`config.mk`:
```
export PLATFORM = sky130hd
export DESIGN_NAME = eli_top
export DESIGN_NICKNAME = d
export VERILOG_FILES = /design/src/eli_pkg.sv /design/src/eli_blinker.sv /design/src/eli_top.sv
export SDC_FILE = /design/constraint.sdc
export NUM_CORES = 1
export LEC_CHECK = 0
export ABC_AREA = 1
export BUFFER_PORTS_ARGS = -buffer_cell sky130_fd_sc_hd__buf_2
export CAP_MARGIN = 0
export CORE_MARGIN = 2
export CORE_UTILIZATION = 50
export DETAILED_ROUTE_END_ITERATION = 8
export PLACE_DENSITY = 0.72
export SETUP_SLACK_MARGIN = 0.05
export SYNTH_ARGS = -nofsm -noshare
export SYNTH_HDL_FRONTEND = slang
export SYNTH_SLANG_ARGS = --single-unit
```
`constraint.sdc`:
```
create_clock -name SYS_CLK -period 4.5 [get_ports SYS_CLK]
set_input_delay 0.9 -clock SYS_CLK [delete_from_list [all_inputs] [get_ports SYS_CLK]]
set_output_delay 0.9 -clock SYS_CLK [all_outputs]
set_load 0.01 [all_outputs]
```
`src/eli_pkg.sv`:
```
/*
  Package for the error LED indicator: error codes, LED patterns,
  dispositions and blink timing constants.
  Assumes a 125 MHz system clock.
*/
package eli_pkg;

  localparam int unsigned CLK_HZ        = 125000000;
  localparam int unsigned CODE_W        = 16;

  // Blink intervals in milliseconds
  localparam int unsigned FAST_MS       = 200;
  localparam int unsigned NORMAL_MS     = 500;
  localparam int unsigned SLOW_ON_MS    = 1000;
  localparam int unsigned SLOW_OFF_MS   = 3000;
  // Prescaler ticks once per millisecond
  localparam int unsigned TICK_MS       = 1;
  localparam int unsigned TICK_CYCLES   = CLK_HZ / 1000 * TICK_MS;
  localparam int unsigned MS_W          = 12;
  localparam int unsigned PRE_W         = 17;

  // Error codes
  localparam logic [15:0] CODE_NONE     = 16'h0000;
  localparam logic [15:0] CODE_SCAN_TO  = 16'h000A;
  localparam logic [15:0] CODE_PROG_DMG = 16'h000C;
  localparam logic [15:0] CODE_MEM_DENY = 16'h0010;
  localparam logic [15:0] CODE_ID_BAD   = 16'h0011;
  localparam logic [15:0] CODE_PWD_BAD  = 16'h0012;
  localparam logic [15:0] CODE_SYNTAX   = 16'h8105;
  localparam logic [15:0] CODE_EXE_LEN  = 16'h8106;
  localparam logic [15:0] CODE_SRC_LEN  = 16'h8107;
  localparam logic [15:0] CODE_SW_LO    = 16'h8000;
  localparam logic [15:0] CODE_SW_HI    = 16'h8FFF;

  // Number of error sources
  localparam int unsigned NSRC          = 10;
  localparam int unsigned SRC_W         = 10;

  // Source indices, fixed priority by index within a class
  localparam int unsigned S_SERIOUS     = 0;
  localparam int unsigned S_POWER       = 1;
  localparam int unsigned S_PROG_DMG    = 2;
  localparam int unsigned S_MEM_DENY    = 3;
  localparam int unsigned S_SYSPROG     = 4;
  localparam int unsigned S_WARN        = 5;
  localparam int unsigned S_ID_BAD      = 6;
  localparam int unsigned S_PWD_BAD     = 7;
  localparam int unsigned S_SILENT_WARN = 8;
  localparam int unsigned S_DOWNLOAD    = 9;

  // Download fault kinds
  localparam logic [1:0]  DL_SYNTAX     = 2'h0;
  localparam logic [1:0]  DL_EXE_LEN    = 2'h1;
  localparam logic [1:0]  DL_SRC_LEN    = 2'h2;
  localparam logic [1:0]  DL_OTHER      = 2'h3;

  // LED patterns, one-hot, ordered by severity
  typedef enum logic [4:0] {
    PAT_ON     = 5'h10,
    PAT_FAST   = 5'h08,
    PAT_NORMAL = 5'h04,
    PAT_SLOW   = 5'h02,
    PAT_OFF    = 5'h01
  } eli_pat_e;

  // Reset values
  localparam logic        LED_RST       = 1'b0;
  localparam logic        RUN_RST       = 1'b1;

endpackage

```
`src/eli_blinker.sv`:
```
/*
  Blink generator: turns a selected pattern into the LED level using a
  millisecond prescaler on the system clock.
  Assumes pattern changes restart the timing.
*/
`timescale 1ns/1ps
module eli_blinker
  import eli_pkg::*;
(
  // Clock and reset
  input  wire logic     clk,
  input  wire logic     nrst,
  // Pattern in, level out
  input  eli_pat_e      pat,
  output logic          led
);

  logic [PRE_W-1:0] pre_reg;
  logic             tick;
  logic [MS_W-1:0]  ms_reg;
  logic [MS_W-1:0]  period;
  eli_pat_e         last_reg;
  logic             led_next;
  logic             wrap;

  assign tick = (pre_reg == PRE_W'(TICK_CYCLES - 1));

  // Half period, or full slow cycle length
  always_comb begin
    unique case (pat)
      PAT_FAST:   period = MS_W'(FAST_MS);
      PAT_NORMAL: period = MS_W'(NORMAL_MS);
      PAT_SLOW:   period = MS_W'(SLOW_ON_MS + SLOW_OFF_MS);
      default:    period = MS_W'(1);
    endcase
  end

  assign wrap = tick && (ms_reg == period - MS_W'(1));

  always_ff @(posedge clk or negedge nrst) begin
    if (!nrst) begin
      pre_reg <= '0;
    end else if (tick || pat != last_reg) begin
      pre_reg <= '0;
    end else begin
      pre_reg <= pre_reg + PRE_W'(1);
    end
  end

  always_ff @(posedge clk or negedge nrst) begin
    if (!nrst) begin
      ms_reg   <= '0;
      last_reg <= PAT_OFF;
    end else begin
      last_reg <= pat;
      if (pat != last_reg || wrap) begin
        ms_reg <= '0;
      end else if (tick) begin
        ms_reg <= ms_reg + MS_W'(1);
      end
    end
  end

  // Toggle patterns flip each interval; slow is a 1 s on, 3 s off cycle
  always_comb begin
    unique case (pat)
      PAT_ON:     led_next = 1'b1;
      PAT_FAST:   led_next = (pat != last_reg) ? 1'b1 : led ^ wrap;
      PAT_NORMAL: led_next = (pat != last_reg) ? 1'b1 : led ^ wrap;
      PAT_SLOW:   led_next = (ms_reg < MS_W'(SLOW_ON_MS));
      default:    led_next = 1'b0;
    endcase
  end

  always_ff @(posedge clk or negedge nrst) begin
    if (!nrst) begin
      led <= LED_RST;
    end else begin
      led <= led_next;
    end
  end

endmodule

```
`src/eli_top.sv`:
```
/*
  Error status and indicator logic for a controller CPU module.
  Collects error sources, holds an error code, picks the LED pattern and
  the run or halt decision. Sources are synchronous level inputs; a
  clear pulse from firmware releases latched errors.
*/
`timescale 1ns/1ps

// Functional notes
// - LED shows exactly one of five patterns
// - Serious error: LED steadily on
// - Power or hardware fault: fast 0.2 s blink
// - System program error: normal 0.5 s blink
// - Warning: on 1 s, off 3 s
// - Silent warning: LED off, flags, configurable
// - Halt until severe error cleared
// - Generate and hold error code
// - Stop-class halts, continue-class keeps running
// - Program damaged: 000C, halt, normal blink
// - Memory access denied: 0010, halt, normal
// - Identifier mismatch: 0011, run, LED off
// - Password mismatch: 0012, run, LED off
// - Download syntax fault: code 8105
// - Execution code too long: code 8106
// - Source code too long: code 8107
// - 8000 to 8FFF for software link errors
module eli_top
  import eli_pkg::*;
(
  // Clock and reset
  input  wire logic                  SYS_CLK,
  input  wire logic                  NRST,
  // Error sources, levels
  input  wire logic                  SERIOUS_ERR,
  input  wire logic                  POWER_FAULT,
  input  wire logic                  PROG_DAMAGED,
  input  wire logic                  MEM_DENIED,
  input  wire logic                  SYSPROG_ERR,
  input  wire logic                  WARN_ERR,
  input  wire logic                  ID_MISMATCH,
  input  wire logic                  PWD_MISMATCH,
  input  wire logic                  SILENT_WARN,
  // Download fault, pulse with kind and raw code
  input  wire logic                  DL_FAULT,
  input  wire logic [1:0]            DL_KIND,
  input  wire logic [eli_pkg::CODE_W-1:0] DL_CODE,
  // Configuration
  input  wire logic                  WARN_EN,
  input  wire logic                  SILENT_EN,
  // Firmware clear pulse
  input  wire logic                  ERR_CLEAR,
  // Outputs
  output logic                       ERROR_LED,
  output logic                       CPU_RUN,
  output logic [eli_pkg::CODE_W-1:0] ERROR_CODE,
  output logic                       ERROR_VALID,
  output logic                       SPECIAL_AUX_RELAY,
  output logic [eli_pkg::CODE_W-1:0] SPECIAL_DATA_REG
);

  logic [SRC_W-1:0]  raw;
  logic [SRC_W-1:0]  latch_reg;
  logic [SRC_W-1:0]  latch_next;
  logic [CODE_W-1:0] dl_code_reg;
  logic [CODE_W-1:0] code_next;
  logic              halt_next;
  eli_pat_e          pat_reg;
  eli_pat_e          pat_next;
  logic              led_w;

  // Code for a download fault kind
  function automatic logic [CODE_W-1:0] dl_map(
    input logic [1:0]        kind,
    input logic [CODE_W-1:0] raw_code
  );
    unique case (kind)
      DL_SYNTAX:  dl_map = CODE_SYNTAX;
      DL_EXE_LEN: dl_map = CODE_EXE_LEN;
      DL_SRC_LEN: dl_map = CODE_SRC_LEN;
      default: begin
        // Other link faults are forced into the software range
        dl_map = (raw_code >= CODE_SW_LO && raw_code <= CODE_SW_HI)
                 ? raw_code : CODE_SW_HI;
      end
    endcase
  endfunction

  // Warning sources are masked by their enables; condition is configurable
  always_comb begin
    raw = '0;
    raw[S_SERIOUS]     = SERIOUS_ERR;
    raw[S_POWER]       = POWER_FAULT;
    raw[S_PROG_DMG]    = PROG_DAMAGED;
    raw[S_MEM_DENY]    = MEM_DENIED;
    raw[S_SYSPROG]     = SYSPROG_ERR;
    raw[S_WARN]        = WARN_ERR && WARN_EN;
    raw[S_ID_BAD]      = ID_MISMATCH;
    raw[S_PWD_BAD]     = PWD_MISMATCH;
    raw[S_SILENT_WARN] = SILENT_WARN && SILENT_EN;
    raw[S_DOWNLOAD]    = DL_FAULT;
  end

  // Errors latch until cleared; a source still active at the clear
  // stays set, so a halted CPU cannot restart over a live fault.
  assign latch_next = (ERR_CLEAR ? '0 : latch_reg) | raw;

  always_ff @(posedge SYS_CLK or negedge NRST) begin
    if (!NRST) begin
      latch_reg <= '0;
    end else begin
      latch_reg <= latch_next;
    end
  end

  always_ff @(posedge SYS_CLK or negedge NRST) begin
    if (!NRST) begin
      dl_code_reg <= CODE_NONE;
    end else if (DL_FAULT) begin
      dl_code_reg <= dl_map(DL_KIND, DL_CODE);
    end
  end

  // Most severe pattern wins
  always_comb begin
    if (latch_next[S_SERIOUS]) begin
      pat_next = PAT_ON;
    end else if (latch_next[S_POWER]) begin
      pat_next = PAT_FAST;
    end else if (latch_next[S_PROG_DMG] || latch_next[S_MEM_DENY]
                 || latch_next[S_SYSPROG]) begin
      pat_next = PAT_NORMAL;
    end else if (latch_next[S_WARN]) begin
      pat_next = PAT_SLOW;
    end else begin
      pat_next = PAT_OFF;
    end
  end

  // Stop-class sources are the on, fast and normal classes
  assign halt_next = latch_next[S_SERIOUS] || latch_next[S_POWER]
                     || latch_next[S_PROG_DMG] || latch_next[S_MEM_DENY]
                     || latch_next[S_SYSPROG];

  // Code of the most severe latched coded error; power and system program errors give none
  always_comb begin
    if (latch_next[S_SERIOUS]) begin
      code_next = CODE_SCAN_TO;
    end else if (latch_next[S_PROG_DMG]) begin
      code_next = CODE_PROG_DMG;
    end else if (latch_next[S_MEM_DENY]) begin
      code_next = CODE_MEM_DENY;
    end else if (latch_next[S_ID_BAD]) begin
      code_next = CODE_ID_BAD;
    end else if (latch_next[S_PWD_BAD]) begin
      code_next = CODE_PWD_BAD;
    end else if (latch_next[S_DOWNLOAD]) begin
      code_next = DL_FAULT ? dl_map(DL_KIND, DL_CODE) : dl_code_reg;
    end else begin
      code_next = CODE_NONE;
    end
  end

  always_ff @(posedge SYS_CLK or negedge NRST) begin
    if (!NRST) begin
      pat_reg <= PAT_OFF;
    end else begin
      pat_reg <= pat_next;
    end
  end

  always_ff @(posedge SYS_CLK or negedge NRST) begin
    if (!NRST) begin
      CPU_RUN <= RUN_RST;
    end else begin
      CPU_RUN <= !halt_next;
    end
  end

  always_ff @(posedge SYS_CLK or negedge NRST) begin
    if (!NRST) begin
      ERROR_CODE  <= CODE_NONE;
      ERROR_VALID <= 1'b0;
    end else begin
      ERROR_CODE  <= code_next;
      ERROR_VALID <= |latch_next;
    end
  end

  // Silent warnings are visible only through the flag outputs and ERROR_VALID, never on the LED
  always_ff @(posedge SYS_CLK or negedge NRST) begin
    if (!NRST) begin
      SPECIAL_AUX_RELAY <= 1'b0;
      SPECIAL_DATA_REG  <= CODE_NONE;
    end else begin
      SPECIAL_AUX_RELAY <= latch_next[S_SILENT_WARN]
                           || latch_next[S_WARN];
      SPECIAL_DATA_REG  <= CODE_W'(latch_next);
    end
  end

  eli_blinker u_blink (
    .clk  (SYS_CLK),
    .nrst (NRST),
    .pat  (pat_reg),
    .led  (led_w)
  );

  assign ERROR_LED = led_w;

endmodule

```
* After elaboration in Yosys (flattened, before gate mapping)
Index checks and enable logic that the tools add are counted.
** Storage, ports and cells
- Memories kept :: 0
- Logic and storage cells :: 66
- Flip-flop bits (word level) :: 85
- Output and inout bits :: 36
- Input port bits :: 33
- Memory bits (read-only) :: 0
- Bits in writable memories :: 0
- Bits in latches :: 0
** Cells by class
- Multiply operators :: 0
- Eq/ne operators :: 9
- Muxes and demuxes :: 20
- Shifts and indexed selects :: 0
- Div/mod/pow operators :: 0
- Bitwise logic cells :: 2
- Add/sub/neg operators :: 3
- Magnitude comparators :: 3
- Reductions and logical operators :: 18
** Operators by type and width (number)
- $mux W16 :: 8
- $pmux W16 S3 :: 1
- $pmux W12 S3 :: 1
- $mux W12 :: 2
- $add A17 B1 Y17 const B :: 1
- $eq A17 B17 Y1 const B :: 1
- $mux W17 :: 1
- $ge A16 B16 Y1 const B :: 1
- $le A16 B16 Y1 const B :: 1
- $mux W5 :: 3
- $add A12 B1 Y12 const B :: 1
- $eq A12 B12 Y1 :: 1
- $lt A12 B10 Y1 const B :: 1
- $sub A12 B1 Y12 const B :: 1
- $mux W10 :: 1
- $or A10 B10 Y10 :: 1
- $reduce_or A10 Y1 :: 1
- $logic_or A1 B1 Y1 :: 9
- $eq A5 B2 Y1 const B :: 1
- $eq A5 B3 Y1 const B :: 1
- $eq A5 B4 Y1 const B :: 1
- $eq A5 B5 Y1 const B :: 1
- $ne A5 B5 Y1 :: 1
- $logic_and A1 B1 Y1 :: 4
- 10 further kinds :: 10

* Depth between registers and ports, before layout
Gate-level depths: netlist (run 1).
- Depth in word-level cells :: 11
- Depth in mapped cells :: 14
- Gate-level depth less buffers :: 14

* Hierarchy
A second synthesis (run 1) with hierarchy kept.
** Unflattened totals
- Cells, all modules :: 496
- Area, all modules :: 4177.8 µm²
** Modules (own cells, without submodules)
- eli_blinker :: seq. area each 877.1 µm², area an instance 2124.5 µm², times used 1, cells an instance 293
- eli_top :: seq. area each 1228.7 µm², area an instance 2053.2 µm², times used 1, cells an instance 203

* Worst setup path before layout (run 1)
OpenSTA, ideal clock, no wires.
- Path type :: input-to-reg
- From :: in ERR_CLEAR
- To :: reg ERROR_CODE[13] (netlist bit)
- Buffers on the path :: 1
- Data required time :: 4414 ps
- Slack :: 2560 ps
- Library setup time :: 86 ps
- Cell stages on the path :: 7
- Data arrival time :: 1854 ps
- Cell sequence :: inv_2 a21oi_1 inv_1 nor4_2 nand2_1 buf_2 nor3_1
** Between the ends
- Elaborated cells on any way between the ends :: 8
- Classes of those cells :: 7 x mux; 1 x bitwise
** RTL lines
- from (decl) :: RTL line eli_top.sv:51 : input wire logic ERR_CLEAR,
- $mux W10 :: RTL line eli_top.sv:105 : assign latch_next = (ERR_CLEAR ? '0 : latch_reg) | raw;
- $or A10 B10 Y10 :: RTL line eli_top.sv:105
- named net latch_next[6] :: RTL line eli_top.sv:63 : logic [SRC_W-1:0] latch_next;
- $mux W16 :: RTL line eli_top.sv:152 : end else if (latch_next[S_ID_BAD]) begin
- $mux W16 :: RTL line eli_top.sv:150 : end else if (latch_next[S_MEM_DENY]) begin
- $mux W16 :: RTL line eli_top.sv:148 : end else if (latch_next[S_PROG_DMG]) begin
- $mux W16 :: RTL line eli_top.sv:146 : if (latch_next[S_SERIOUS]) begin
- named net code_next[13] :: RTL line eli_top.sv:65 : logic [CODE_W-1:0] code_next;
- to (signal assigned) :: RTL line eli_top.sv:184 : ERROR_CODE <= code_next;
- to (decl) :: RTL line eli_top.sv:55 : output logic [eli_pkg::CODE_W-1:0] ERROR_CODE,
The timed path passes the listed nets, and every way through them passes these cells.
A chain may end at the register's enable or synchronous reset.

* Worst setup path in the final report (run 1)
- From :: reg pat_reg[0]
- To :: reg u_blink.ms_reg[3]
** Between the ends
- Word-level cells in the longest chain between the ends :: 7
- Elaborated cells on any way between the ends :: 11
- Classes of those cells :: 1 x add/sub; 5 x eq/ne; 2 x mux; 3 x reduce/logical
** RTL lines
- from (decl) :: RTL line eli_top.sv:67 : eli_pat_e pat_reg;
- from (signal assigned) :: RTL line eli_top.sv:167 : pat_reg <= pat_next;
- $eq A5 B2 Y1, or another cell as far along :: RTL line eli_blinker.sv:30 : unique case (pat)
- $pmux W12 S3 :: RTL line eli_blinker.sv:30
- $sub A12 B1 Y12 :: RTL line eli_blinker.sv:38 : assign wrap = tick && (ms_reg == period - MS_W'(1));
- $eq A12 B12 Y1 :: RTL line eli_blinker.sv:38
- $logic_and A1 B1 Y1 :: RTL line eli_blinker.sv:38
- $logic_or A1 B1 Y1 * :: RTL line eli_blinker.sv:56 : if (pat != last_reg || wrap) begin
- $mux W12 or $reduce_bool A2 Y1 (tied branches)
- to (signal assigned) :: RTL line eli_blinker.sv:59 : ms_reg <= ms_reg + MS_W'(1);
- to (decl) :: RTL line eli_blinker.sv:20 : logic [MS_W-1:0] ms_reg;
Every way passes the cells marked *; elsewhere a longest branch is shown, timed or not.

==> qor.txt, run 1 <==
Final #Nets: 566
CP Launch Type: register
Synth top area share: 50.4%
Hold Fails Final Rpt: 0
Comb pwr share: 11.3%
count leader, synth: nand2_1
Antenna Violating Nets Remaining: 0
GRT Total Usage: 19.7%
Fillers: 682
I/O Buffers: 62
max FFs per register: 17
CP required: 4.74 ns
Sw Pwr: 0.417 mW
Final Setup Violations: 0
dpl ws: 2.11 ns
fmax: 462 MHz
PostCTS Resize Cnt: 0
Avg WL per Cell: 12.3 um
hold depth: 0
Overflow after GRT: 0
Ant. Diodes: 0
register area share after synthesis: 52.4%
Worst-path clk slew: 0.09 ns
Root Buffer: clkbuf_8
CTS Buf Count: 9
Post-synth EDFFs: 0
commonest cells in the netlist: nand2_1 (94), dfrtp_1 (81), inv_1 (65), nor2_1 (60), a21oi_1 (23)
Max Root-Sink Buffers: 2
Placer Congestion: 0.962
IR drop worst, VDD: 0.166 mV
Post-Synthesis Cells: 463
die footprint: 0.00877 mm2
Setup CP Type: reg2reg
pwr/cell area: 331 mW/mm2
post-synthesis cell type count: 40
pin count of the biggest net entering global routing: 85
First DRT Iteration DRCs: 161
Die X: 93.7 um
r2r worst-path depth: 10
Critical Path Fanout Max: 14
setup_tns: 0 ns
Worst path max stage delay: 0.61 ns
crit path time final: 2.17 ns
CP Capture Type: register
Top FF cell, synth: dfrtp_1
Pre-antenna DRT Iters: 4
maxcap violations: 0
Clock power frac: 36.0%
site row count: 32
final WL: 7.78 mm
part of the power in registers: 52.7%
asr flop ratio synth: 100%
Pins Over Slew Limit: 0
Seq cells post-synth: 84
CP arrival: 2.41 ns
normalized max-slew margin: 32.4%
placed inst area: 0.00440 mm2
CTS sink cnt: 84
Critical-path top delay cell: dfstp_2
fraction of the cycle the final worst path needs: 48.1%
Hold WS: 0.415 ns
# hold bufs at CTS: 0
antenna violations before repair: 0
share of cells above drive strength 1: 22.9%
Vias/cell: 4.88
vias in the first global route: 2997
Multi-input gate area: 0.00157 mm2
# Post-CTS Setup Buffers: 0
switch share: 27.4%
Die Span Y: 93.7 um
status: complete, no violations
syn avg cell area: 8.68 um2
residual DRC count: 0
Starting Density: 51.8%
Hold Crit Class: reg2reg
post-route setup slack: 2.33 ns
Power Internal: 1.10 mW
num ports: 69
Crit path top cell by count: nand2_1
Area growth, synth to finish: 14.3%
area leader, netlist: dfrtp_1
via count: 3099
H-Tree Level Count: 3
hpwl dp: 5.46 mm
Skew-Pair Late Insertion Delay: 0.35 ns
ranking of synthesized cells by area: dfrtp_1 (50%), nand2_1 (8.8%), inv_1 (6.1%)
core area: 0.00777 mm2
first-pass GRT wire length: 13.6 mm
Cell Area, Synth: 0.00402 mm2
P_leak: 2.30 nW
Reg area: 0.00211 mm2
CTS tree: built
final worst clock skew: 0.0108 ns
CP cell instances: inv_1 > nand2_1 > nand2_1 > a21oi_2 > nand3_2 > nor2_4 > inv_2 > nand3_1 > xor2_1 > nor2_1
Slew @ Worst Pin: 1.01 ns
YS warnings: 0
setup repair after global routing missed its margin: no
post-route cell area: 0.00460 mm2
## power by group through the flow
stage | logic (mW) | clock network [mW] | registers (mW)
2_1_floorplan | 0.112 | 0 | 0.818
3_3_place_gp | 0.171 | 0 | 0.815
3_5_place_dp | 0.174 | 0 | 0.815
4_1_cts | 0.175 | 0.560 | 0.801
5_1_grt | 0.196 | 0.596 | 0.805
6_report | 0.173 | 0.547 | 0.801
## cells in the final DEF (no fill, tap or decap), drive strengths merged, types with 7 or more instances in the layout
| cell type | instances |
|---|---|
| o21a | 7 |
| buf | 62 |
| nor3 | 15 |
| xor2 | 7 |
| o21ai | 12 |
| clkbuf | 10 |
| inv | 75 |
| nand4 | 7 |
| a21oi | 27 |
| dfrtp | 81 |
| nand2 | 99 |
| nor2 | 72 |
| nand3 | 24 |
## per-layer routing
layer  vias up  routed length, um  track usage, %
li1       1578                  -               -
met1      1412               3740            29.0
met2        98               3510            29.0
met3        11                435            4.25
met4         0                 91            7.25
met5         -                  0               0
## logic make-up (layout without fill, tap and decap cells)
kind of cell	count (synthesis)	after routing	share of synthesized area, %
other cells	1	6	0.0933
compound gates	56	56	8.40
buf+inv	86	151	8.99
xor+xnor	9	9	1.96
fa+ha+maj	5	5	1.56
flops	84	84	52.4
simple gates	222	222	26.6
## stage by stage
step                power (mW)  utilization (%)  instances
floorplan                0.930                -        468
global placement         0.985             56.6        619
detailed placement       0.990             56.6        619
CTS                       1.54             59.2        635
global route              1.60             59.2        635
finish                    1.52             59.2        635
## final cells by class
type	instances	share of cell area, %
multi-input cells	298	34.2
well taps	102	2.78
inverters	73	6.07
flip-flops and latches	84	45.8
clock inverters	6	1.58
repair buffers	62	6.80
clock buffers	10	2.78
## worst paths after layout
check / start / to / slack (ns)
setup / recovery: pat_reg[0] / u_blink.ms_reg[3] / 2.33
hold / removal: pat_reg[0] / u_blink.last_reg[0] / 0.41
setup reg to reg: pat_reg[0] / u_blink.ms_reg[3] / 2.33
hold reg to reg: pat_reg[0] / u_blink.last_reg[0] / 0.41
max in group asynchronous: NRST / u_blink.ms_reg[7] / 3.13
min in group asynchronous: NRST / u_blink.pre_reg[5] / 0.70
## worst max-delay path: cells and delay by family, from the launching register on
kind                   cells  cell delay, ns
XOR/XNOR                   1            0.19
AND/OR/NAND/NOR            6            0.83
flip-flops                 1            0.61
AO/OA/AOI/OAI              1            0.13
buffers and inverters      2            0.29
Power figures use the tool's default switching activity.
==> run 2: changes to the inputs <==
- clock period: 4.5 -> 2.2 ns (I/O delays scaled with it)
==> run 2 against run 1 <==
Net effect:
- register-to-register slack worse by 2.1 ns
- first-iteration DRC count down 30%
- fmax is 13% higher
- non-clock buffer count increased by 4
- largest cell class unchanged
==> qor.txt, run 2 (synthesis results as in run 1) <==
status: complete, no violations
GRT Total Usage: 20.4% (+0.66 points)
Fillers: 703 (+3.1%)
commonest non-fill, non-tap cell in the layout: nand2_1
H-Tree Level Count: 3 (unchanged)
share of cells above drive strength 1: 23.5% (+0.57 points)
Placer Congestion: 0.961 (-0.17%)
Critical Path Fanout Max: 13 (-1)
CP required: 2.43 ns (-2.31 ns)
Setup CP Type: reg2reg
CTS sink cnt: 84 (unchanged)
Pre-antenna DRT Iters: 4 (unchanged)
Hold Crit Class: in2async
Vias/cell: 4.88 (about the same)
Worst path max stage delay: 0.59 ns (-0.02 ns)
Die Span Y: 93.7 um (unchanged)
hpwl dp: 5.93 mm (+8.7%)
antenna violations before repair: 0 (unchanged)
Die X: 93.7 um (unchanged)
Overflow after GRT: 0 (unchanged)
Hold Fails Final Rpt: 0 (unchanged)
max FFs per register: 17 (unchanged)
CP Capture Type: register
Hold WS: 0.0176 ns (-0.397 ns)
maxcap violations: 0 (unchanged)
IR drop worst, VDD: 0.383 mV (+130%)
Final #Nets: 570 (+0.71%)
Power Internal: 2.27 mW (+110%)
P_leak: 2.32 nW (+0.69%)
post-route setup slack: 0.280 ns (-2.05 ns)
Critical-path top delay cell: dfstp_2
Tot Pwr: 3.13 mW (+110%)
vias in the first global route: 3069 (+2.4%)
Skew-Pair Late Insertion Delay: 0.35 ns (about the same)
CTS Buf Count: 9 (unchanged)
dpl ws: 0.246 ns (-1.87 ns)
Pins Over Slew Limit: 0 (unchanged)
setup repair after global routing missed its margin: no
Sw Pwr: 0.860 mW (+110%)
switch share: 27.5% (+0.11 points)
Avg WL per Cell: 12.6 um (+2.7%)
Worst-path clk slew: 0.10 ns (about the same)
num ports: 69 (unchanged)
first-pass GRT wire length: 14.2 mm (+4.3%)
Max Root-Sink Buffers: 2 (unchanged)
Crit path top cell by count: nand2_1
most frequent cells in the layout: nand2_1 (94), dfrtp_1 (81), inv_1 (65), buf_2 (61), nor2_1 (60)
Area growth, synth to finish: 15.1%
pwr/cell area: 676 mW/mm2 (+100%)
CP Launch Type: register
fraction of the cycle the final worst path needs: 87.3% (+39 points)
core area: 0.00777 mm2 (unchanged)
final worst clock skew: 0.0210 ns (+0.0102 ns)
# Post-CTS Setup Buffers: 0 (unchanged)
part of the power in registers: 52.4% (-0.3 points)
First DRT Iteration DRCs: 112 (-30%)
CP arrival: 2.14 ns (-0.27 ns)
Starting Density: 51.8% (unchanged)
Clock power frac: 36.0% (about the same)
die footprint: 0.00877 mm2 (unchanged)
Antenna Violating Nets Remaining: 0 (unchanged)
residual DRC count: 0 (unchanged)
site row count: 32 (unchanged)
fmax: 521 MHz (+13%)
I/O Buffers: 62 (unchanged)
Comb pwr share: 11.6% (+0.3 points)
CP cell instances: inv_1 > nand2_1 > nand2_1 > a21oi_2 > nand3_2 > nor2_4 > inv_2 > nand3_1 > xor2_1 > nor2_1
Ant. Diodes: 0 (unchanged)
pin count of the biggest net entering global routing: 34 (-60%)
crit path time final: 1.92 ns (-0.246 ns)
CTS tree: built
via count: 3117 (+0.58%)
final WL: 8.04 mm (+3.3%)
Util after Layout: 59.6% (+0.37 points)
Final Setup Violations: 0 (unchanged)
Root Buffer: clkbuf_8
# hold bufs at CTS: 0 (unchanged)
PostCTS Resize Cnt: 0 (unchanged)
setup_tns: 0 ns (unchanged)
[run 2: cell types whose count changed in the layout (fill, tap and decap cells not counted), sizes merged]
cell / delta
buf: +4
clkinv: -2
clkinvlp: +1
inv: +1
[run 2: path summary, 6_finish.rpt]
| kind | start | to | slack [ns] | cells past startpoint |
|---|---|---|---|---|
| hold reg to reg | pat_reg[0] | u_blink.last_reg[0] | 0.41 | 0 |
| setup reg to reg | pat_reg[0] | u_blink.ms_reg[3] | 0.28 | 10 |
| min in group SYS_CLK | SYSPROG_ERR | SPECIAL_DATA_REG[4] | 0.30 | 3 |
| max in group asynchronous | NRST | ERROR_CODE[13] | 1.56 | 2 |
| hold / removal | NRST | u_blink.led | 0.02 | 1 |
| setup / recovery | pat_reg[0] | u_blink.ms_reg[3] | 0.28 | 10 |
[run 2: power groups by stage]
stage | Sequential [mW] | Combinational, mW | Clock, mW
finish | 1.64 | 0.364 | 1.12
global placement | 1.67 | 0.360 | 0
floorplan | 1.67 | 0.230 | 0
CTS | 1.64 | 0.368 | 1.16
detailed placement | 1.67 | 0.367 | 0
global route | 1.65 | 0.413 | 1.22
[run 2: final cells by class]
class	count	area [um2]	area share [%]
sequential	84	2110	45.5
multi-input combinational	298	1570	34.0
timing repair buffer	66	343	7.41
inverter	73	279	6.03
clock buffer	10	128	2.76
tap	102	128	2.76
clock inverter	6	71.3	1.54
[run 2: worst max-delay path, delay by kind of cell, from the launching register on]
kind                   cells  cell delay (ns)
AND/OR/NAND/NOR            6             0.67
flip-flops                 1             0.59
buffers and inverters      2             0.26
XOR/XNOR                   1             0.17
AO/OA/AOI/OAI              1             0.11
[run 2: per-layer routing]
layer | global-route usage [%] | vias up | share of wire [%]
met5 | 0 | - | 0
met4 | 7.85 | 0 | 1.3
met3 | 3.13 | 8 | 4.7
met2 | 30.5 | 80 | 45
met1 | 30.2 | 1442 | 49
li1 | - | 1587 | -
[run 2: stage by stage]
| stage | cell area (um2) | std cells |
|---|---|---|
| floorplan | 4040 | 468 |
| global placement | 4430 | 623 |
| detailed placement | 4430 | 623 |
| CTS | 4630 | 639 |
| global route | 4630 | 639 |
| finish | 4630 | 639 |
